==> src/hdl/swdsp_pkg.sv <==
/*
 * Constants, opcodes and carrier types of the single-wire debug serial port.
 * Assumes one clock that serves as both target serial clock and bus clock.
 */
// Operation
// - 8-bit opcode, then address and/or data
// - Reads return 16 bits
// - Byte read: even upper, odd lower
// - Word access drops address bit zero
// - Steal a bus cycle within 128
// - Host edge starts bits; MSB first, 16 cycles
// - 512 idle cycles abandon transfer
// - Open drain; transmitter drives speedup
// - Sample ten cycles after edge
// - Returned one: speedup at cycle seven
// - Returned zero: low 13, then speedup
// - Completion pulse: 16 low, then speedup
// - Pulse at least 32 cycles after command
// - Pulse when read ready or write done
// - No pulse while stopped or ignored
// - D5 enables handshake with pulse, D6 disables
// - Long low aborts pending handshake
// - Never two pending pulses
// - Next-pointer reaches debug space, firmware read-only
package swdsp_pkg;
    // Bit timing in target clock cycles
    localparam int BIT_TICKS = 16;
    localparam int RX_SAMPLE = 10;
    localparam int GLITCH_CHK = 8;
    localparam int TX1_SPEEDUP = 7;
    localparam int TX0_LOW = 13;
    localparam int TIMEOUT_TICKS = 512;
    localparam int ACK_LOW = 16;
    localparam int ACK_GAP = 32;
    localparam int SYNC_LOW = 128;
    localparam int STEAL_WAIT = 128;
    localparam int OPC_BITS = 8;
    localparam int WORD_BITS = 16;
    // Opcodes
    localparam logic [7:0] OP_BACKGROUND = 8'h90;
    localparam logic [7:0] OP_ACK_ON = 8'hd5;
    localparam logic [7:0] OP_ACK_OFF = 8'hd6;
    localparam logic [7:0] OP_RD_NEXT = 8'h62;
    localparam logic [7:0] OP_WR_NEXT = 8'h42;
    localparam logic [7:0] OP_GO = 8'h08;
    localparam logic [7:0] OP_GO_UNTIL = 8'h0c;
    localparam logic [7:0] OP_SINGLE_STEP_CMD = 8'h10;
    localparam logic [7:0] OP_TAGGO = 8'h18;
    // Hardware memory opcode fields
    localparam logic [1:0] HW_MEM_TOP = 2'b11;
    localparam int OPB_READ = 5;
    localparam int OPB_SEL = 4;
    localparam int OPB_WORD = 3;
    localparam int OPB_DBG = 2;
    // Firmware register opcode fields
    localparam logic [3:0] FW_RD_HI = 4'h6;
    localparam logic [3:0] FW_WR_HI = 4'h4;
    localparam logic [3:0] FW_REG_LO = 4'h2;
    localparam logic [3:0] FW_REG_HI = 4'h7;
    // Debug window and its protected firmware part
    localparam logic [15:0] DBG_WIN_LO = 16'hff00;
    localparam logic [15:0] DBG_FW_HI = 16'hff7f;
    localparam logic [15:0] PTR_STEP = 16'h0002;
    localparam logic [1:0] BE_WORD = 2'b11;
    localparam logic [1:0] BE_EVEN = 2'b10;
    localparam logic [1:0] BE_ODD = 2'b01;

    // Memory access toward the bus
    typedef struct packed {
        logic we;
        logic dbg;
        logic [1:0] be;
        logic [15:0] addr;
        logic [15:0] wdata;
    } swdsp_mem_req_t;

    // Firmware command toward the core
    typedef struct packed {
        logic [7:0] opcode;
        logic [15:0] data;
    } swdsp_core_req_t;

    // Line events from the bit engine
    typedef struct packed {
        logic fall;
        logic bit_done;
        logic bit_val;
        logic timeout;
        logic long_low;
        logic ack_done;
    } swdsp_line_ev_t;
endpackage : swdsp_pkg

==> src/hdl/swdsp_line_engine.sv <==
/*
 * Bit-level engine of the debug wire: edge detect, receive, transmit, ack pulse.
 * Assumes the pin is open drain with a pull-up and a host that starts each bit.
 */
`timescale 1ns/1ps
module swdsp_line_engine (
    input wire logic clk_sys, // System clock
    input wire logic reset_n, // Asynchronous reset
    input wire logic pin_in, // Pin level
    output logic pin_out, // Pin drive value
    output logic pin_oe, // Pin drive enable
    input wire logic listen, // Accept host bit edges
    input wire logic tx_mode, // Current bit returns data
    input wire logic tx_bit, // Bit to return
    input wire logic ack_start, // Start completion pulse
    output swdsp_pkg::swdsp_line_ev_t ev // Line events
);
    typedef enum logic [1:0] {E_IDLE, E_BIT, E_ACK} swdsp_eng_t;
    swdsp_eng_t st_ff;
    logic [1:0] sync_ff;
    logic prev_ff;
    logic hi8_ff;
    logic val_ff;
    logic txm_ff;
    logic [9:0] cnt_ff;
    logic [9:0] gap_ff;
    logic [7:0] low_ff;
    wire logic pin_s = sync_ff[1];
    wire logic fall = prev_ff & ~pin_s;
    wire logic in_bit = (st_ff == E_BIT);
    wire logic in_ack = (st_ff == E_ACK);
    wire logic at_end = (cnt_ff == 10'(swdsp_pkg::BIT_TICKS - 1));
    wire logic ack_end = (cnt_ff == 10'(swdsp_pkg::ACK_LOW));
    wire logic at_smp = (cnt_ff == 10'(swdsp_pkg::RX_SAMPLE));
    wire logic at_chk = (cnt_ff == 10'(swdsp_pkg::GLITCH_CHK));
    wire logic gap_max = (gap_ff == 10'(swdsp_pkg::TIMEOUT_TICKS));
    wire logic low_max = (low_ff == 8'(swdsp_pkg::SYNC_LOW));
    wire logic drv1 = in_bit & txm_ff & tx_bit & (cnt_ff == 10'(swdsp_pkg::TX1_SPEEDUP));
    wire logic drv0 = in_bit & txm_ff & ~tx_bit & (cnt_ff < 10'(swdsp_pkg::TX0_LOW));
    wire logic drv0p = in_bit & txm_ff & ~tx_bit & (cnt_ff == 10'(swdsp_pkg::TX0_LOW));
    wire logic ackl = in_ack & (cnt_ff < 10'(swdsp_pkg::ACK_LOW));

    // Pin drive
    assign pin_oe = drv1 | drv0 | drv0p | ackl | (in_ack & ack_end);
    assign pin_out = drv1 | drv0p | (in_ack & ack_end);

    // Event outputs
    assign ev.fall = fall;
    assign ev.bit_done = in_bit & at_end;
    assign ev.bit_val = val_ff;
    assign ev.timeout = (gap_ff == 10'(swdsp_pkg::TIMEOUT_TICKS - 1));
    assign ev.long_low = ~pin_s & (low_ff == 8'(swdsp_pkg::SYNC_LOW - 1));
    assign ev.ack_done = in_ack & ack_end;

    // Two-stage synchroniser, then edge history
    always_ff @(posedge clk_sys or negedge reset_n) begin
        if (!reset_n) begin
            sync_ff <= 2'h3;
            prev_ff <= 1'b1;
        end else begin
            sync_ff <= {sync_ff[0], pin_in};
            prev_ff <= pin_s;
        end
    end

    // Gap and low-time counters, both saturating
    always_ff @(posedge clk_sys or negedge reset_n) begin
        if (!reset_n) begin
            gap_ff <= 10'h000;
            low_ff <= 8'h00;
        end else begin
            gap_ff <= fall ? 10'h000 : (gap_max ? gap_ff : gap_ff + 10'h001);
            low_ff <= pin_s ? 8'h00 : (low_max ? low_ff : low_ff + 8'h01);
        end
    end

    // Bit and ack sequencer
    always_ff @(posedge clk_sys or negedge reset_n) begin
        if (!reset_n) begin
            st_ff <= E_IDLE;
            cnt_ff <= 10'h000;
            hi8_ff <= 1'b0;
            val_ff <= 1'b0;
            txm_ff <= 1'b0;
        end else begin
            cnt_ff <= cnt_ff + 10'h001;
            if (in_bit && at_chk) hi8_ff <= pin_s;
            if (in_bit && at_smp) val_ff <= pin_s & hi8_ff;
            unique case (st_ff)
                E_IDLE: begin
                    cnt_ff <= 10'h000;
                    if (ack_start) begin
                        st_ff <= E_ACK;
                    end else if (fall && listen) begin
                        st_ff <= E_BIT;
                        txm_ff <= tx_mode;
                    end
                end
                E_BIT: if (at_end) st_ff <= E_IDLE;
                E_ACK: if (ack_end) st_ff <= E_IDLE;
            endcase
        end
    end
endmodule : swdsp_line_engine

==> src/hdl/swdsp_top.sv <==
/*
 * Device end of the single-wire debug serial port: command decode, bus and
 * core requests, read-back shifting and the completion handshake.
 * Assumes a bus arbiter honouring mem_steal and a core running firmware commands.
 */
`timescale 1ns/1ps
module swdsp_top (
    input wire logic clk_sys, // System and target clock
    input wire logic reset_n, // Asynchronous reset, active low
    input wire logic debug_wire_pin_in, // Debug pin level
    output logic debug_wire_pin_out, // Debug pin drive value
    output logic debug_wire_pin_oe, // Debug pin drive enable
    input wire logic stop_mode, // System is stopped
    input wire logic bdm_active, // Core is in active background mode
    input wire logic bus_free, // Bus has a free cycle
    output logic mem_valid, // Bus access request
    output logic mem_steal, // Access takes a stolen cycle
    output swdsp_pkg::swdsp_mem_req_t mem_cmd, // Bus access fields
    input wire logic mem_done, // Bus access finished
    input wire logic [15:0] mem_rdata, // Bus read word
    output logic core_valid, // Firmware command request
    output swdsp_pkg::swdsp_core_req_t core_cmd, // Firmware command fields
    input wire logic core_done, // Firmware command finished
    input wire logic [15:0] core_rdata, // Firmware read word
    input wire logic [15:0] core_ptr, // Core index pointer
    output logic ptr_bump, // Advance the core index pointer
    output logic ack_enabled // Handshake enabled
);
    typedef enum logic [2:0] {S_OPC, S_ADDR, S_DATA, S_EXEC, S_ACK, S_TX} swdsp_st_t;
    swdsp_st_t st_ff;
    swdsp_pkg::swdsp_line_ev_t ev;
    logic [7:0] op_ff;
    logic [15:0] addr_ff;
    logic [15:0] sh_ff;
    logic [3:0] bit_ff;
    logic [5:0] agap_ff;
    logic [7:0] wait_ff;
    logic issued_ff;
    logic ack_en_ff;
    logic ackgo_ff;
    logic got_addr_ff;
    logic got_data_ff;

    // Opcode classes
    wire logic [3:0] op_hi = op_ff[7:4];
    wire logic [3:0] op_lo = op_ff[3:0];
    wire logic is_mem = (op_ff[7:6] == swdsp_pkg::HW_MEM_TOP) & ~op_ff[swdsp_pkg::OPB_SEL]
        & (op_ff[1:0] == 2'b00);
    wire logic mem_rd = is_mem & op_ff[swdsp_pkg::OPB_READ];
    wire logic mem_wd = op_ff[swdsp_pkg::OPB_WORD];
    wire logic fw_reg = (op_lo >= swdsp_pkg::FW_REG_LO) & (op_lo <= swdsp_pkg::FW_REG_HI);
    wire logic fw_rd = (op_hi == swdsp_pkg::FW_RD_HI) & fw_reg;
    wire logic fw_wr = (op_hi == swdsp_pkg::FW_WR_HI) & fw_reg;
    wire logic is_next = (op_ff == swdsp_pkg::OP_RD_NEXT) | (op_ff == swdsp_pkg::OP_WR_NEXT);
    wire logic fw_ctl = (op_ff == swdsp_pkg::OP_GO) | (op_ff == swdsp_pkg::OP_GO_UNTIL)
        | (op_ff == swdsp_pkg::OP_SINGLE_STEP_CMD) | (op_ff == swdsp_pkg::OP_TAGGO);
    wire logic is_bg = (op_ff == swdsp_pkg::OP_BACKGROUND);
    wire logic is_ackon = (op_ff == swdsp_pkg::OP_ACK_ON);
    wire logic is_ackoff = (op_ff == swdsp_pkg::OP_ACK_OFF);
    wire logic is_read = mem_rd | fw_rd;
    wire logic fw_any = fw_rd | fw_wr | fw_ctl;
    // No access before its address and data fields are in
    wire logic ready_go = (~is_mem | (got_addr_ff & (mem_rd | got_data_ff)))
        & (~fw_wr | got_data_ff);

    // Next-pointer target and its window checks
    wire logic [15:0] nxt_ptr = core_ptr + swdsp_pkg::PTR_STEP;
    wire logic nxt_dbg = (nxt_ptr >= swdsp_pkg::DBG_WIN_LO);
    wire logic nxt_prot = nxt_dbg & (nxt_ptr <= swdsp_pkg::DBG_FW_HI);
    wire logic nxt_rej = is_next & fw_wr & nxt_prot;

    // Byte placement for hardware reads of one byte
    wire logic [15:0] rd_even = {mem_rdata[15:8], 8'h00};
    wire logic [15:0] rd_odd = {8'h00, mem_rdata[7:0]};
    wire logic [15:0] rd_byte = addr_ff[0] ? rd_odd : rd_even;
    wire logic [15:0] rd_hw = (mem_wd | is_next) ? mem_rdata : rd_byte;
    wire logic [1:0] hw_be = mem_wd ? swdsp_pkg::BE_WORD
        : (addr_ff[0] ? swdsp_pkg::BE_ODD : swdsp_pkg::BE_EVEN);

    // Access routing while executing
    wire logic in_exec = (st_ff == S_EXEC);
    wire logic use_mem = is_mem | (is_next & ~nxt_rej);
    wire logic use_core = fw_any & ~is_next;
    wire logic steal_due = (wait_ff == 8'(swdsp_pkg::STEAL_WAIT - 1));
    wire logic mem_go = in_exec & use_mem & ~issued_ff & ~stop_mode & (bus_free | steal_due)
        & ready_go;
    wire logic bg_done = is_bg & bdm_active;
    wire logic ctl_done = is_ackon | (nxt_rej & ready_go) | bg_done
        | (use_core & issued_ff & core_done)
        | (use_mem & issued_ff & mem_done);
    wire logic [15:0] rd_word = use_mem ? rd_hw : core_rdata;
    wire logic ack_ok = (ack_en_ff | is_ackon) & ~stop_mode;
    wire logic exec_drop = in_exec & stop_mode & ~issued_ff & ready_go;

    // Bit receive and field ends
    wire logic [3:0] fld_last = (st_ff == S_OPC) ? 4'(swdsp_pkg::OPC_BITS - 1)
        : 4'(swdsp_pkg::WORD_BITS - 1);
    wire logic fld_end = ev.bit_done & (bit_ff == fld_last);
    wire logic [15:0] nxt_sh = {sh_ff[14:0], ev.bit_val};
    wire logic busy = ((st_ff == S_OPC) & (bit_ff != 4'h0)) | (st_ff == S_ADDR)
        | (st_ff == S_DATA) | (st_ff == S_TX);
    wire logic gap_ok = (agap_ff == 6'(swdsp_pkg::ACK_GAP));
    wire logic ack_go = (st_ff == S_ACK) & ~ackgo_ff & gap_ok & ack_ok;
    wire logic abort_ev = ev.long_low | (busy & ev.timeout);
    wire logic host_abort = (st_ff == S_ACK) & ~ackgo_ff & ev.fall;

    // Host edges start bits only in the shifting states
    wire logic listen = (st_ff == S_OPC) | (st_ff == S_ADDR) | (st_ff == S_DATA)
        | (st_ff == S_TX);

    swdsp_line_engine u_line (
        .clk_sys(clk_sys),
        .reset_n(reset_n),
        .pin_in(debug_wire_pin_in),
        .pin_out(debug_wire_pin_out),
        .pin_oe(debug_wire_pin_oe),
        .listen(listen),
        .tx_mode(st_ff == S_TX),
        .tx_bit(sh_ff[15]),
        .ack_start(ack_go),
        .ev(ev)
    );

    // Bus request: word address always even, byte lane chosen by parity
    assign mem_valid = mem_go;
    assign mem_steal = mem_go & ~bus_free;
    assign mem_cmd.we = ~is_read;
    assign mem_cmd.dbg = is_next ? nxt_dbg : op_ff[swdsp_pkg::OPB_DBG];
    assign mem_cmd.be = is_next ? swdsp_pkg::BE_WORD : hw_be;
    assign mem_cmd.addr = is_next ? {nxt_ptr[15:1], 1'b0} : {addr_ff[15:1], 1'b0};
    assign mem_cmd.wdata = sh_ff;
    assign ptr_bump = mem_go & is_next;

    // Core request
    assign core_valid = in_exec & use_core & ~issued_ff & ~stop_mode & ready_go;
    assign core_cmd.opcode = op_ff;
    assign core_cmd.data = sh_ff;
    assign ack_enabled = ack_en_ff;

    // Request bookkeeping: issue once, count the free-cycle wait
    always_ff @(posedge clk_sys or negedge reset_n) begin
        if (!reset_n) begin
            issued_ff <= 1'b0;
            wait_ff <= 8'h00;
        end else begin
            issued_ff <= in_exec & (issued_ff | mem_go | core_valid);
            wait_ff <= (in_exec & ~issued_ff & ~mem_go) ? wait_ff + 8'h01 : 8'h00;
        end
    end

    // Gap since the last bit's final tick, saturating
    always_ff @(posedge clk_sys or negedge reset_n) begin
        if (!reset_n) begin
            agap_ff <= 6'h00;
        end else begin
            agap_ff <= ev.bit_done ? 6'h00 : (gap_ok ? agap_ff : agap_ff + 6'h01);
        end
    end

    // Handshake enable
    always_ff @(posedge clk_sys or negedge reset_n) begin
        if (!reset_n) begin
            ack_en_ff <= 1'b0;
        end else if (in_exec && is_ackon) begin
            ack_en_ff <= 1'b1;
        end else if ((st_ff == S_OPC) && fld_end && (nxt_sh[7:0] == swdsp_pkg::OP_ACK_OFF)) begin
            ack_en_ff <= 1'b0;
        end
    end

    // Completion pulse flags: single pending pulse, started once
    always_ff @(posedge clk_sys or negedge reset_n) begin
        if (!reset_n) begin
            ackgo_ff <= 1'b0;
        end else begin
            ackgo_ff <= (st_ff == S_ACK) & ~abort_ev & (ackgo_ff | ack_go);
        end
    end

    // Shift register and bit counter
    always_ff @(posedge clk_sys or negedge reset_n) begin
        if (!reset_n) begin
            sh_ff <= 16'h0000;
            bit_ff <= 4'h0;
        end else if (abort_ev || !listen) begin
            bit_ff <= 4'h0;
            if (in_exec && ctl_done && is_read) sh_ff <= rd_word;
        end else if (ev.bit_done) begin
            sh_ff <= nxt_sh;
            bit_ff <= fld_end ? 4'h0 : bit_ff + 4'h1;
        end
    end

    // Opcode and address capture
    always_ff @(posedge clk_sys or negedge reset_n) begin
        if (!reset_n) begin
            op_ff <= 8'h00;
            addr_ff <= 16'h0000;
        end else begin
            if (st_ff == S_OPC && fld_end) op_ff <= nxt_sh[7:0];
            if (st_ff == S_ADDR && fld_end) addr_ff <= nxt_sh;
        end
    end

    // Command sequencer
    always_ff @(posedge clk_sys or negedge reset_n) begin
        if (!reset_n) begin
            st_ff <= S_OPC;
        end else if (abort_ev || host_abort) begin
            st_ff <= S_OPC;
        end else begin
            unique case (st_ff)
                S_OPC: if (fld_end) st_ff <= S_EXEC;
                S_ADDR: if (fld_end) st_ff <= mem_rd ? S_EXEC : S_DATA;
                S_DATA: if (fld_end) st_ff <= S_EXEC;
                S_EXEC: begin
                    if (issued_ff || ctl_done || exec_drop) begin
                        if (exec_drop) begin
                            st_ff <= S_OPC;
                        end else if (ctl_done) begin
                            st_ff <= ack_ok ? S_ACK : (is_read ? S_TX : S_OPC);
                        end
                    end else if (is_ackoff || (!is_mem && !is_bg && !is_ackon && !fw_any)) begin
                        st_ff <= S_OPC;
                    end else if (fw_any && !bdm_active) begin
                        st_ff <= S_OPC;
                    end else if (is_mem && !got_addr_ff) begin
                        st_ff <= S_ADDR;
                    end else if (fw_wr && !got_data_ff) begin
                        st_ff <= S_DATA;
                    end
                end
                S_ACK: begin
                    if (!ack_ok && !ackgo_ff) begin
                        st_ff <= S_OPC;
                    end else if (ev.ack_done) begin
                        st_ff <= is_read ? S_TX : S_OPC;
                    end
                end
                S_TX: if (fld_end) st_ff <= S_OPC;
            endcase
        end
    end

    // Fields already shifted in
    always_ff @(posedge clk_sys or negedge reset_n) begin
        if (!reset_n) begin
            got_addr_ff <= 1'b0;
            got_data_ff <= 1'b0;
        end else if (st_ff == S_OPC) begin
            got_addr_ff <= 1'b0;
            got_data_ff <= 1'b0;
        end else begin
            if (st_ff == S_ADDR && fld_end) got_addr_ff <= 1'b1;
            if (st_ff == S_DATA && fld_end) got_data_ff <= 1'b1;
        end
    end
endmodule : swdsp_top

==> config.mk <==
export PLATFORM = sky130hd
export DESIGN_NAME = swdsp_top
export DESIGN_NICKNAME = d
export VERILOG_FILES = /design/src/hdl/swdsp_pkg.sv /design/src/hdl/swdsp_line_engine.sv /design/src/hdl/swdsp_top.sv
export SDC_FILE = /design/constraint.sdc
export NUM_CORES = 1
export LEC_CHECK = 0
export BUFFER_PORTS_ARGS = -buffer_cell sky130_fd_sc_hd__buf_2
export CORE_MARGIN = 3
export CORE_UTILIZATION = 52
export CTS_BUF_LIST = sky130_fd_sc_hd__clkbuf_8
export CTS_CLUSTER_SIZE = 10
export DETAILED_ROUTE_END_ITERATION = 10
export MAX_ROUTING_LAYER = met4
export PLACE_DENSITY_LB_ADDON = 0.08
export SYNTH_ARGS = -nofsm -noshare
export SYNTH_HDL_FRONTEND = slang
export SYNTH_SLANG_ARGS = --single-unit
==> constraint.sdc <==
create_clock -name clk_sys -period 3.4 [get_ports clk_sys]
set_input_delay 0.68 -clock clk_sys [delete_from_list [all_inputs] [get_ports clk_sys]]
set_output_delay 0.68 -clock clk_sys [all_outputs]
set_load 0.01 [all_outputs]
After elaboration in Yosys (flattened, before gate mapping)
Cells that the tools add are included.
{"block": "totals", "reg_bits": 102, "latchBits": 0, "ram_bits": 0, "rom_bits": 0, "in_bits": 56, "out_inout_bits": 67, "word_cells": 283, "n_memories": 0}
{"block": "op_classes", "add_sub_neg": 7, "multipliers": 0, "div": 0, "magnitude_cmp": 6, "n_eq_ne": 46, "n_shift": 0, "muxes": 51, "bitwise": 107, "n_reduce_logical": 45}
{"operator": "$mux W16", "n": 7}
{"operator": "$and A1 B1 Y1", "n": 58}
{"operator": "$mux W3", "n": 15}
{"operator": "$eq A10 B4 Y1 const B", "n": 4}
{"operator": "$eq A8 B8 Y1 const B", "n": 5}
{"operator": "$or A1 B1 Y1", "n": 34}
{"operator": "$eq A8 B7 Y1 const B", "n": 4}
{"operator": "$mux W10", "n": 3}
{"operator": "$mux W8", "n": 3}
{"operator": "$add A10 B1 Y10 const B", "n": 2}
{"operator": "$logic_and A1 B1 Y1", "n": 17}
{"operator": "$add A16 B2 Y16 const B", "n": 1}
{"operator": "$add A8 B1 Y8 const B", "n": 2}
{"operator": "$eq A8 B4 Y1 const B", "n": 2}
{"operator": "$eq A8 B5 Y1 const B", "n": 2}
{"operator": "$ge A16 B16 Y1 const B", "n": 1}
{"operator": "$le A16 B16 Y1 const B", "n": 1}
{"operator": "$mux W4", "n": 4}
{"operator": "$not A1 Y1", "n": 15}
{"operator": "$pmux W3 S5", "n": 1}
{"operator": "$mux W2", "n": 7}
{"operator": "$mux W6", "n": 2}
{"operator": "$eq A10 B10 Y1 const B", "n": 1}
{"operator": "$eq A10 B3 Y1 const B", "n": 1}
{"operator": "other kinds (36)", "n": 70}

Depth between registers and ports, before layout
Gate-level depths: netlist of run 1.
{"block": "logic_depth", "word_depth": 18, "depth_mapped": 12, "ltp_nobuf": 10}

By module
From an unflattened synthesis of run 1, not the netlist that was laid out.
{"block": "hier_totals", "cells_unflattened": 752, "hier_area_um2": 6899.1}
{"mod": "swdsp_top", "instances": 1, "cells_each": 553, "area_each_um2": 4964.8, "seq_area_each_um2": 1651.6}
{"mod": "swdsp_line_engine", "instances": 1, "cells_each": 199, "area_each_um2": 1934.4, "seq_area_each_um2": 904.6}

Worst setup path before layout of run 1
OpenSTA, ideal clock, no wires.
{"block": "synth_timing", "path_kind": "input port to output port", "from": "input core_ptr[1]", "to": "output mem_valid", "arrival_ns": 2.807, "t_required_ns": 2.720, "slack_ns": -0.087, "cell_stages": 9, "path_buffers": 1, "cell_sequence": "ha_1 clkbuf_1 nand4_1 nor4_2 mux2_2 a2111oi_2 o21ai_1 o2111ai_1 inv_1"}
{"block": "synth_between", "elab_chain_cells": 12, "word_cells_on_any_way": 13, "cone_classes": "add/sub (1); order compare (2); bitwise (10)"}
{"element": "start: declaration", "line_no": "swdsp_top.sv:25", "source": "input wire logic [15:0] core_ptr,"}
{"element": "$add A16 B2 Y16 (*)", "line_no": "swdsp_top.sv:67", "source": "wire logic [15:0] nxt_ptr = core_ptr + swdsp_pkg::PTR_STEP;"}
{"element": "$ge A16 B16 Y1 or $le A16 B16 Y1 (tied branches)", "line_no": "swdsp_top.sv:68, swdsp_top.sv:69"}
{"element": "$and A1 B1 Y1 (*)", "line_no": "swdsp_top.sv:69", "source": "wire logic nxt_prot = nxt_dbg & (nxt_ptr <= swdsp_pkg::DBG_FW_HI);"}
{"element": "$and A1 B1 Y1 (*)", "line_no": "swdsp_top.sv:70", "source": "wire logic nxt_rej = is_next & fw_wr & nxt_prot;"}
{"element": "$not A1 Y1 (*)", "line_no": "swdsp_top.sv:82", "source": "wire logic use_mem = is_mem | (is_next & ~nxt_rej);"}
{"element": "$and A1 B1 Y1 (*)", "line_no": "swdsp_top.sv:82"}
{"element": "$or A1 B1 Y1 (*)", "line_no": "swdsp_top.sv:82"}
{"element": "$and A1 B1 Y1 (*) (4 in series)", "line_no": "swdsp_top.sv:85", "source": "wire logic mem_go = in_exec & use_mem & ~issued_ff & ~stop_mode & (bus_free | steal_due)"}
{"element": "$and A1 B1 Y1 (*)", "line_no": "swdsp_top.sv:86", "source": "& ready_go;"}
{"element": "end: declaration", "line_no": "swdsp_top.sv:16", "source": "output logic mem_valid,"}
Mark *: on every way between the ends. The rest lies on a longest branch, timed or not.

Worst setup path after layout of run 1
{"block": "layout_timing", "from": "input core_ptr[4]", "to": "output ptr_bump"}
{"block": "layout_between", "elab_chain_cells": 13, "word_cells_on_any_way": 14, "cone_classes": "add/sub (1); order compare (2); bitwise (11)"}
{"element": "$add A16 B2 Y16 (*)", "line_no": "swdsp_top.sv:67"}
{"element": "$ge A16 B16 Y1 or $le A16 B16 Y1 (tied branches)", "line_no": "swdsp_top.sv:68, swdsp_top.sv:69"}
{"element": "$and A1 B1 Y1 (*)", "line_no": "swdsp_top.sv:69"}
{"element": "$and A1 B1 Y1 (*)", "line_no": "swdsp_top.sv:70"}
{"element": "$not A1 Y1 (*)", "line_no": "swdsp_top.sv:82"}
{"element": "$and A1 B1 Y1 (*)", "line_no": "swdsp_top.sv:82"}
{"element": "$or A1 B1 Y1 (*)", "line_no": "swdsp_top.sv:82"}
{"element": "$and A1 B1 Y1 (*) (4 in series)", "line_no": "swdsp_top.sv:85"}
{"element": "$and A1 B1 Y1 (*)", "line_no": "swdsp_top.sv:86"}
{"element": "$and A1 B1 Y1 (*)", "line_no": "swdsp_top.sv:132", "source": "assign ptr_bump = mem_go & is_next;"}
{"element": "end: declaration", "line_no": "swdsp_top.sv:26", "source": "output logic ptr_bump,"}
Marked as above.

==> impl_metrics.ini, run 1 <==
[logic_synthesis]
synthTopCellsByArea = dfrtp_1 (39%), mux2_2 (5.1%), nand2_1 (4.8%)
ys_types = 75
syn_area_mm2 = 0.00643
synth_top_cell_area_share_pct = 38.5
synth-edff-count = 0
synth_nets = 784
synthCells = 710
yosys_warnings = 0
synthArstFlopShare_pct = 100
ys_seq_area_share_pct = 39.8
synth_seq_cells = 102
yosys.area.top_type = dfrtp_1
syn_avg_cell_area_um2 = 9.05
ys.flop_type = dfrtp_1

[sta]
max_freq_ghz = 0.305
rsz0062_at_grt = yes
fin_tns_setup_ns = 0
slew_headroom_pct = 44.6
hold_violations = 0
period_needed_ns = 3.27
fin_crit_sh_pct = 96.3
final_max_slew_viol_count = 0
worst_pin_slew_ns = 0.831
holdWs_ns = 0.362
finalWorstSetupSlack_ns = 0.126
clock-skew-final_ns = 0.0124
setup_viol = 0

[worst_setup_path]
reg2reg_depth = 12
r2r-end = sh_ff[12]
crit_chain = buf_2 -> nand4_2 -> nor4_4 -> mux2_2 -> a2111oi_4 -> o21ai_1 -> o2111ai_2 -> nor2_1 -> buf_2
worst-setup-path-type = in -> out
arrival_ns = 2.59
timing.critical_path.mode_cell = buf_2
reg2reg_from = op_ff[3]
startpoint_type = input port
cpPeakStageDelay_ns = 0.42
critical_path.max_fanout = 4
slowest_stage = mux2_2
end_kind = output pin
cp.required_ns = 2.72
reg2reg_slack_ns = 0.31

[routing]
first_pass_iters = 5
wl_met2_mm = 8.41
drt_iter0_markers = 484
drt-met1-wl_mm = 7.85
routed_via_density = 5.87
drt_wl_total_mm = 17.7
routed-wl-met3_mm = 1.19
highest_layer = met4
routed-via-count = 5877
ant_nets = 0
drc = 0
wl_per_cell_um = 17.7

[global_routing]
antenna_found_initial = 0
gr-usage-all-layers_pct = 26.6
grt_pass1_vias = 5540
grt_max_degree = 64
gr-total-overflow = 0
grt_pass1_wl_mm = 27.5

[die]
io_pins = 123
die_w_um = 117
initial_core_util_pct = 54.7
die_height_um = 117
core_mm2 = 0.0118
dieArea_mm2 = 0.0137
rows = 39

[pwr]
ir_worst_vdd_mv = 0.240
leakagePower_nw = 3.60
power_density_mw_per_mm2 = 338

[placed_design]
portBuffers = 120
post_dp_cell_area_mm2 = 0.00724
place_congestion = 0.927
dp_slack_ns = -0.0160
dp_hpwl_mm = 13.4

[finish]
fin_area_mm2 = 0.00752
nNetsFinal = 907
n_antenna_cell = 0
syn_to_final_growth_pct = 16.9
drive_above_1_share_pct = 26.5

[cts]
clock_path_buffers = 2
cts_hold_buffers = 0
cts_buffers = 9
h-tree-depth = 3
clkTransAtPathRegs_ns = 0.09
cts-root-buf = clkbuf_8
insertion_delay_ns = 0.39
clock-sinks = 102
cts_tree = built

[min_path]
hold_start = u_line.sync_ff[0]
min_path_type = reg -> reg
min_path_cells = 0
min_to = u_line.sync_ff[1]

[outcome]
status = finished, final reports clean

[flow_run]
drv_cap = 0
==> through the flow <==
stage,utilization (%),cells,power (mW)
3_3_place_gp,61.6,983,1.74
4_1_cts,63.5,1001,2.56
6_report,63.9,1002,2.54
2_1_floorplan,-,710,1.60
5_1_grt,63.9,1002,2.67
3_5_place_dp,61.6,983,1.77
==> repair_timing <==
action / 4_1_cts / 5_1_grt
endpoints found under the setup margin: 3 / 3
resized for setup: 2 / 7
setup buffers: 2 / 1
pin swaps: 1 / 1
==> registers in the layout (all words and copies together) (netlist names), 3 cells and up <==
name           flops
addr_ff           16
agap_ff            6
bit_ff             4
op_ff              8
sh_ff             16
st_ff              3
u_line.cnt_ff     10
u_line.gap_ff     10
u_line.low_ff      8
wait_ff            8
==> cell type report <==
type / count / area (um2)
multi-input cells: 524 / 3510
flip-flops and latches: 102 / 2560
fillers: 1012 / 4240
repair buffers: 156 / 898
inverters: 40 / 150
clock buffers: 10 / 138
clock inverters: 6 / 61.3
well taps: 164 / 205
==> power breakdown <==
part / total [mW] / leakage (nW) / switching, mW / internal, mW
combinational: 0.406 / 2.11 / 0.235 / 0.171
clock: 0.789 / 0.108 / 0.429 / 0.360
sequential: 1.34 / 1.38 / 0.0746 / 1.27
total: 2.54 / 3.60 / 0.739 / 1.80
==> how the worst max path moves through the flow <==
stage          slack (ns)  cells past startpoint         to   startpoint
5_1_grt             -0.02                     11  mem_valid  core_ptr[1]
2_1_floorplan        0.04                      9  mem_valid  core_ptr[1]
3_5_place_dp        -0.02                      9   ptr_bump  core_ptr[4]
3_3_place_gp         0.04                      9  mem_valid  core_ptr[4]
6_report             0.13                      9   ptr_bump  core_ptr[4]
4_1_cts              0.02                      9   ptr_bump  core_ptr[4]
==> cells by family (layout without fill, tap and decap cells) <==
family                     Yosys count  in the layout  synth area share, %
muxes                               45             45                 7.57
buffers and inverters               84            212                 6.46
AOI/OAI and AO/OA                  121            121                 12.9
xor gates and xnor gates            40             40                 5.45
adders and majority gates           18             18                 3.50
DFF                                102            102                 39.8
other                                1              1               0.0583
and+or+nand+nor                    299            299                 24.3
==> layer usage <==
layer / up-vias / global-route usage, %
li1: 2758 / -
met1: 2859 / 36.5
met2: 232 / 41.6
met3: 28 / 3.86
met4: 0 / 7.57
met5: - / -
==> worst max-delay path, delay by kind of cell <==
kind | cells | cell delay, ns
muxes | 1 | 0.42
buffers and inverters | 2 | 0.25
and+or+nand+nor | 3 | 0.59
AOI/OAI and AO/OA | 3 | 0.66
==> synthesized netlist by cell type, types with 6 or more instances <==
cell      count
nor4b_1       6
nand2b_1     10
mux2_2       29
nor3_1       17
nand2_1      82
nor3b_1       6
o21ai_0      33
nand3_1      47
a31oi_1       7
and3_1       10
xor2_1       23
nand4_1      12
or3_1        12
nor2_1       62
ha_1         18
inv_1        40
mux2i_1      16
xnor2_1      17
a21oi_1      24
o221ai_1     16
buf_4        19
clkbuf_1     20
dfrtp_1      99
==> placed cells by master, fill, tap and decap left out, types with 3 or more instances in the layout <==
master and count:
nor2_1 62, inv_1 41, xor2_1 23, nand4_1 12
xnor2_1 17, and2_1 3, buf_4 35, and3_1 10
dfstp_2 3, a21oi_1 24, a31oi_1 7, dfrtp_1 97
nand4b_1 3, o21ai_0 33, nor3b_1 5, mux2_2 29
mux2i_1 16, or3_1 12, nor3_1 16, nor4b_1 6
nand2_1 82, clkbuf_8 10, o31ai_1 3, buf_2 119
ha_1 18, nor2b_1 3, a21o_1 4, nand3_1 47
nand2b_1 10, o221ai_1 16, nand3b_1 3, nor4_1 5
No activity file was read; power rests on OpenSTA's default activity.
==> inputs of run 2 (changes only) <==
Settings changed: CORE_UTILIZATION 52 to 58.
Clock period 3.4 ns to 3.6 ns, I/O delays scaled along.
==> impl_metrics.ini, run 2 (synthesis results as in run 1) <==
[outcome]
status = finished, final reports clean

[cts]
cts_hold_buffers = 0
cts_buffers = 9
insertion_delay_ns = 0.38
cts_tree = built
h-tree-depth = 3
cts-root-buf = clkbuf_8
clock_path_buffers = 2
clkTransAtPathRegs_ns = 0.10
clock-sinks = 102

[worst_setup_path]
cpPeakStageDelay_ns = 0.37
cp-startpoint = core_ptr[1]
endpoint = ptr_bump
crit_chain = buf_2 -> ha_1 -> nand4_1 -> nor4_4 -> mux2_4 -> a2111oi_4 -> o21ai_2 -> o2111ai_2 -> nor2_1 -> buf_2
arrival_ns = 2.72
reg2reg_slack_ns = 0.47
worst-setup-path-type = in -> out
startpoint_type = input port
reg2reg_from = bit_ff[0]
critical_path.max_fanout = 5
end_kind = output pin
reg2reg_depth = 10
r2r-end = sh_ff[4]
slowest_stage = a2111oi_4
timing.critical_path.mode_cell = buf_2
cp.required_ns = 2.88

[routing]
drt_wl_total_mm = 16.9
drc = 0
routed-via-count = 5754
routed-wl-met3_mm = 1.26
wl_per_cell_um = 17.7
routed_via_density = 6.01
highest_layer = met4
drt_iter0_markers = 659
drt-met1-wl_mm = 7.27
first_pass_iters = 6
wl_met2_mm = 8.01
ant_nets = 0

[finish]
drive_above_1_share_pct = 24.7
top_regs = addr_ff (16), sh_ff (16)
fillers = 832
final_common_cell = buf_2
n_antenna_cell = 0
mostFrequentLayoutCells = buf_2 (119), dfrtp_1 (99), nand2_1 (82), nor2_1 (62), nand3_1 (47)
nNetsFinal = 890
syn_to_final_growth_pct = 14.0

[pwr]
p_switching_mw = 0.716
seq_power_share_pct = 54.2
internal-power_mw = 1.62
leakagePower_nw = 3.49
swShare_pct = 30.7
power.share.clock_pct = 29.3
ir_worst_vdd_mv = 0.243
combPwrFrac_pct = 16.5
power_density_mw_per_mm2 = 319

[flow_run]
drv_cap = 0

[placed_design]
portBuffers = 120
dp_slack_ns = 0.00851
place_congestion = 1.00
dp_hpwl_mm = 12.8

[sta]
finalWorstSetupSlack_ns = 0.156
setup_viol = 0
fin_crit_sh_pct = 95.7
worst_pin_slew_ns = 1.23
rsz0062_at_grt = no
period_needed_ns = 3.44
clock-skew-final_ns = 0.0167
final_max_slew_viol_count = 0
fin_tns_setup_ns = 0
slew_headroom_pct = 17.6
hold_violations = 0
max_freq_ghz = 0.290

[die]
core_mm2 = 0.0106
rows = 37
io_pins = 123
die_height_um = 111
initial_core_util_pct = 60.9
dieArea_mm2 = 0.0124
die_w_um = 111

[global_routing]
antenna_found_initial = 0
gr-usage-all-layers_pct = 28.2
grt_pass1_wl_mm = 28.1
gr-total-overflow = 0
grt_max_degree = 54
grt_pass1_vias = 5696

[min_path]
min_path_type = in -> async
==> run 2: cell count changes in the layout (fill, tap and decap cells not counted), moves of 2 or more <==
| cell | before | now |
|---|---|---|
| dfrtp_1 | 97 | 99 |
| buf_4 | 35 | 18 |
| clkinvlp_4 | 0 | 3 |
| dfrtp_2 | 2 | 0 |
| inv_8 | 0 | 2 |
==> run 2: worst min-delay path by stage <==
| stage | startpoint | cells after the start | slack [ns] | end |
|---|---|---|---|---|
| after detailed placement | u_line.sync_ff[0] | 0 | 0.35 | u_line.sync_ff[1] |
| final | reset_n | 1 | 0.36 | wait_ff[7] |
| after CTS | u_line.sync_ff[0] | 0 | 0.36 | u_line.sync_ff[1] |
| after floorplan | u_line.sync_ff[0] | 0 | 0.35 | u_line.sync_ff[1] |
| after global placement | u_line.sync_ff[0] | 0 | 0.35 | u_line.sync_ff[1] |
| after global routing | u_line.sync_ff[0] | 0 | 0.37 | u_line.sync_ff[1] |
==> run 2: worst max-delay path: cells and delay by family <==
kind | cells | cell delay, ns
AO/OA/AOI/OAI | 3 | 0.64
adder cells (fa/ha/maj) | 1 | 0.18
buffers and inverters | 2 | 0.26
multiplexers | 1 | 0.36
AND/OR/NAND/NOR | 3 | 0.56
==> run 2: metal layers <==
layer | up-vias | global-route usage (%)
li1 | 2726 | -
met1 | 2773 | 37.3
met2 | 219 | 44.1
met3 | 36 | 4.80
met4 | 0 | 10.1
met5 | - | -
==> run 2: layout make-up <==
cell class / count / area (um2) / area share, %
Timing Repair Buffer: 139 / 771 / 10.5
Tap cell: 136 / 170 / 2.32
Clock buffer: 9 / 124 / 1.69
Clock inverter: 7 / 58.8 / 0.803
Multi-Input combinational cell: 524 / 3500 / 47.7
Sequential cell: 102 / 2560 / 34.9
Inverter: 40 / 150 / 2.05
==> run 2: what timing repair did <==
item	in CTS	in global routing
gates resized for setup	0	6
endpoints found under the setup margin	0	3
setup buffers	0	1
==> run 2: power by group through the flow <==
stage,logic (mW),registers [mW],clock network (mW)
floorplan,0.249,1.26,0
global placement,0.360,1.28,0
detailed placement,0.379,1.29,0
CTS,0.382,1.27,0.706
global route,0.435,1.28,0.749
finish,0.385,1.27,0.685
==> run 2: through the flow <==
step	std cells	instance area, um2	power [mW]	hold WS, ns	util (%)
final	957	7330	2.34	0.360	69.4
after global routing	957	7330	2.46	0.375	69.4
after CTS	956	7280	2.35	0.361	69.0
after detailed placement	940	7100	1.67	0.347	67.2
after global placement	940	7100	1.64	0.346	67.2
after floorplan	710	6430	1.51	0.345	-
==> inputs of run 3 (changes only) <==
==> constraint.sdc (replaced) <==
create_clock -name clk_sys -period 3.6 [get_ports clk_sys]
set_input_delay 0.18 -clock clk_sys [delete_from_list [all_inputs] [get_ports clk_sys]]
set_output_delay 0.18 -clock clk_sys [all_outputs]
set_load 0.01 [all_outputs]
==> impl_metrics.ini, run 3 (synthesis results as in run 1) <==
[worst_setup_path]
slowest_stage = a2111oi_2
path_buf_inv = 2
cp_num_cells = 8
reg2reg_slack_ns = 0.43
cp.required_ns = 3.42
endpoint = mem_valid
reg2reg_from = op_ff[3]
reg2reg_depth = 7
r2r-end = sh_ff[15]
cp-startpoint = op_ff[3]
crit_chain = nor4b_4 -> o21a_2 -> nand4b_1 -> a2111oi_2 -> o21ai_1 -> o2111ai_1 -> inv_1 -> buf_2
startpoint_type = flip-flop
arrival_ns = 3.04
worst-setup-path-type = reg -> out
critical_path.max_fanout = 7
end_kind = output pin
critPathTopFamily = compound AO/OA/AOI/OAI gates
cpPeakStageDelay_ns = 0.53

[placed_design]
post_dp_cell_area_mm2 = 0.00703
place_congestion = 0.960
dp_hpwl_mm = 12.7
portBuffers = 120

[routing]
routed-via-count = 5834
drt_iter0_markers = 478
first_pass_iters = 5
drt_wl_total_mm = 16.9
routed_via_density = 6.13
ant_nets = 0
wl_per_cell_um = 17.7
drc = 0

[die]
io_pins = 123
dieArea_mm2 = 0.0124
die_w_um = 111
die_height_um = 111
rows = 37
initial_core_util_pct = 60.9
core_mm2 = 0.0106

[finish]
final_common_cell = buf_2
fin_area_mm2 = 0.00726
top_regs = addr_ff (16), sh_ff (16)
mostFrequentLayoutCells = buf_2 (119), dfrtp_1 (99), nand2_1 (82), nor2_1 (62), nand3_1 (47)
drive_above_1_share_pct = 23.7
nNetsFinal = 885
final_core_util_pct = 68.7
syn_to_final_growth_pct = 12.9
n_antenna_cell = 0

[cts]
cts_resized = 0
clock_path_buffers = 2
post_cts_buffers = 0
cts_tree = built
cts_buffers = 9
h-tree-depth = 3
cts-root-buf = clkbuf_8
insertion_delay_ns = 0.38
clkTransAtPathRegs_ns = 0.09
clock-sinks = 102

[sta]
max_freq_ghz = 0.311
clock-skew-final_ns = 0.0172
final_max_slew_viol_count = 0
holdWs_ns = 0.140
setup_viol = 0
slew_headroom_pct = 13.7
rsz0062_at_grt = no
fin_tns_setup_ns = 0
worst_pin_slew_ns = 1.29
fin_crit_sh_pct = 89.4
period_needed_ns = 3.22
hold_violations = 0

[pwr]
leakagePower_nw = 3.46
ir_worst_vdd_mv = 0.298
power.total_mw = 2.41
power_density_mw_per_mm2 = 332

[min_path]
hold_start = core_rdata[11]
min_path_type = in -> reg

[global_routing]
antenna_found_initial = 0
grt_pass1_wl_mm = 28.1
gr-total-overflow = 0
grt_pass1_vias = 5670
grt_max_degree = 43
gr-usage-all-layers_pct = 28.4

[outcome]
status = finished, final reports clean

[flow_run]
drv_cap = 0
## run 3: cell count changes in the layout (fill, tap and decap cells not counted), moves of 2 or more
cell / previous run / this run
buf_4: 18 / 13
clkinvlp_4: 3 / 0
buf_12: 2 / 0
clkbuf_8: 9 / 11
dlygate4sd3_1: 0 / 2
inv_8: 2 / 0
## run 3: what timing repair did
action                                  in CTS  in global routing
hold buffers                                 2                  0
endpoints found under the setup margin       0                  0
hold endpoints to repair                    24                  0
## run 3: how the worst min path moves through the flow
stage	to	slack, ns	cells after the start
2_1_floorplan	ack_enabled	-0.12	0
3_3_place_gp	wait_ff[6]	0.11	1
3_5_place_dp	wait_ff[6]	0.11	1
4_1_cts	sh_ff[11]	0.13	3
5_1_grt	sh_ff[9]	0.14	3
6_report	sh_ff[11]	0.14	3
## run 3: cell type report
cell class	count	area (um2)
clock buffers	11	151
clock inverters	5	57.6
fillers	895	3300
inverters	40	150
multi-input cells	524	3460
flip-flops and latches	102	2560
well taps	136	170
repair buffers	134	713
## run 3: power breakdown
group | internal, mW | total (mW) | switching, mW
registers | 1.20 | 1.27 | 0.0693
clock network | 0.360 | 0.760 | 0.400
logic | 0.159 | 0.378 | 0.219
total | 1.72 | 2.41 | 0.688
## run 3: per-stage QoR
step | cells | setup WS, ns
after global routing | 952 | 0.0940
after global placement | 934 | 0.466
final | 952 | 0.383
after floorplan | 710 | 0.863
after detailed placement | 934 | 0.341
after CTS | 952 | 0.406
## run 3: routing by layer
layer	up-vias	global-route usage (%)	share of wire (%)
met1	2862	37.6	44
met4	0	10.9	2.7
li1	2713	-	-
met2	218	43.2	46
met5	-	-	0
met3	41	5.95	7.1
## run 3: worst min-delay path, delay by kind of cell
kind,cells,cell delay [ns]
mux,1,0.12
buf+inv,1,0.08
compound gates,1,0.09
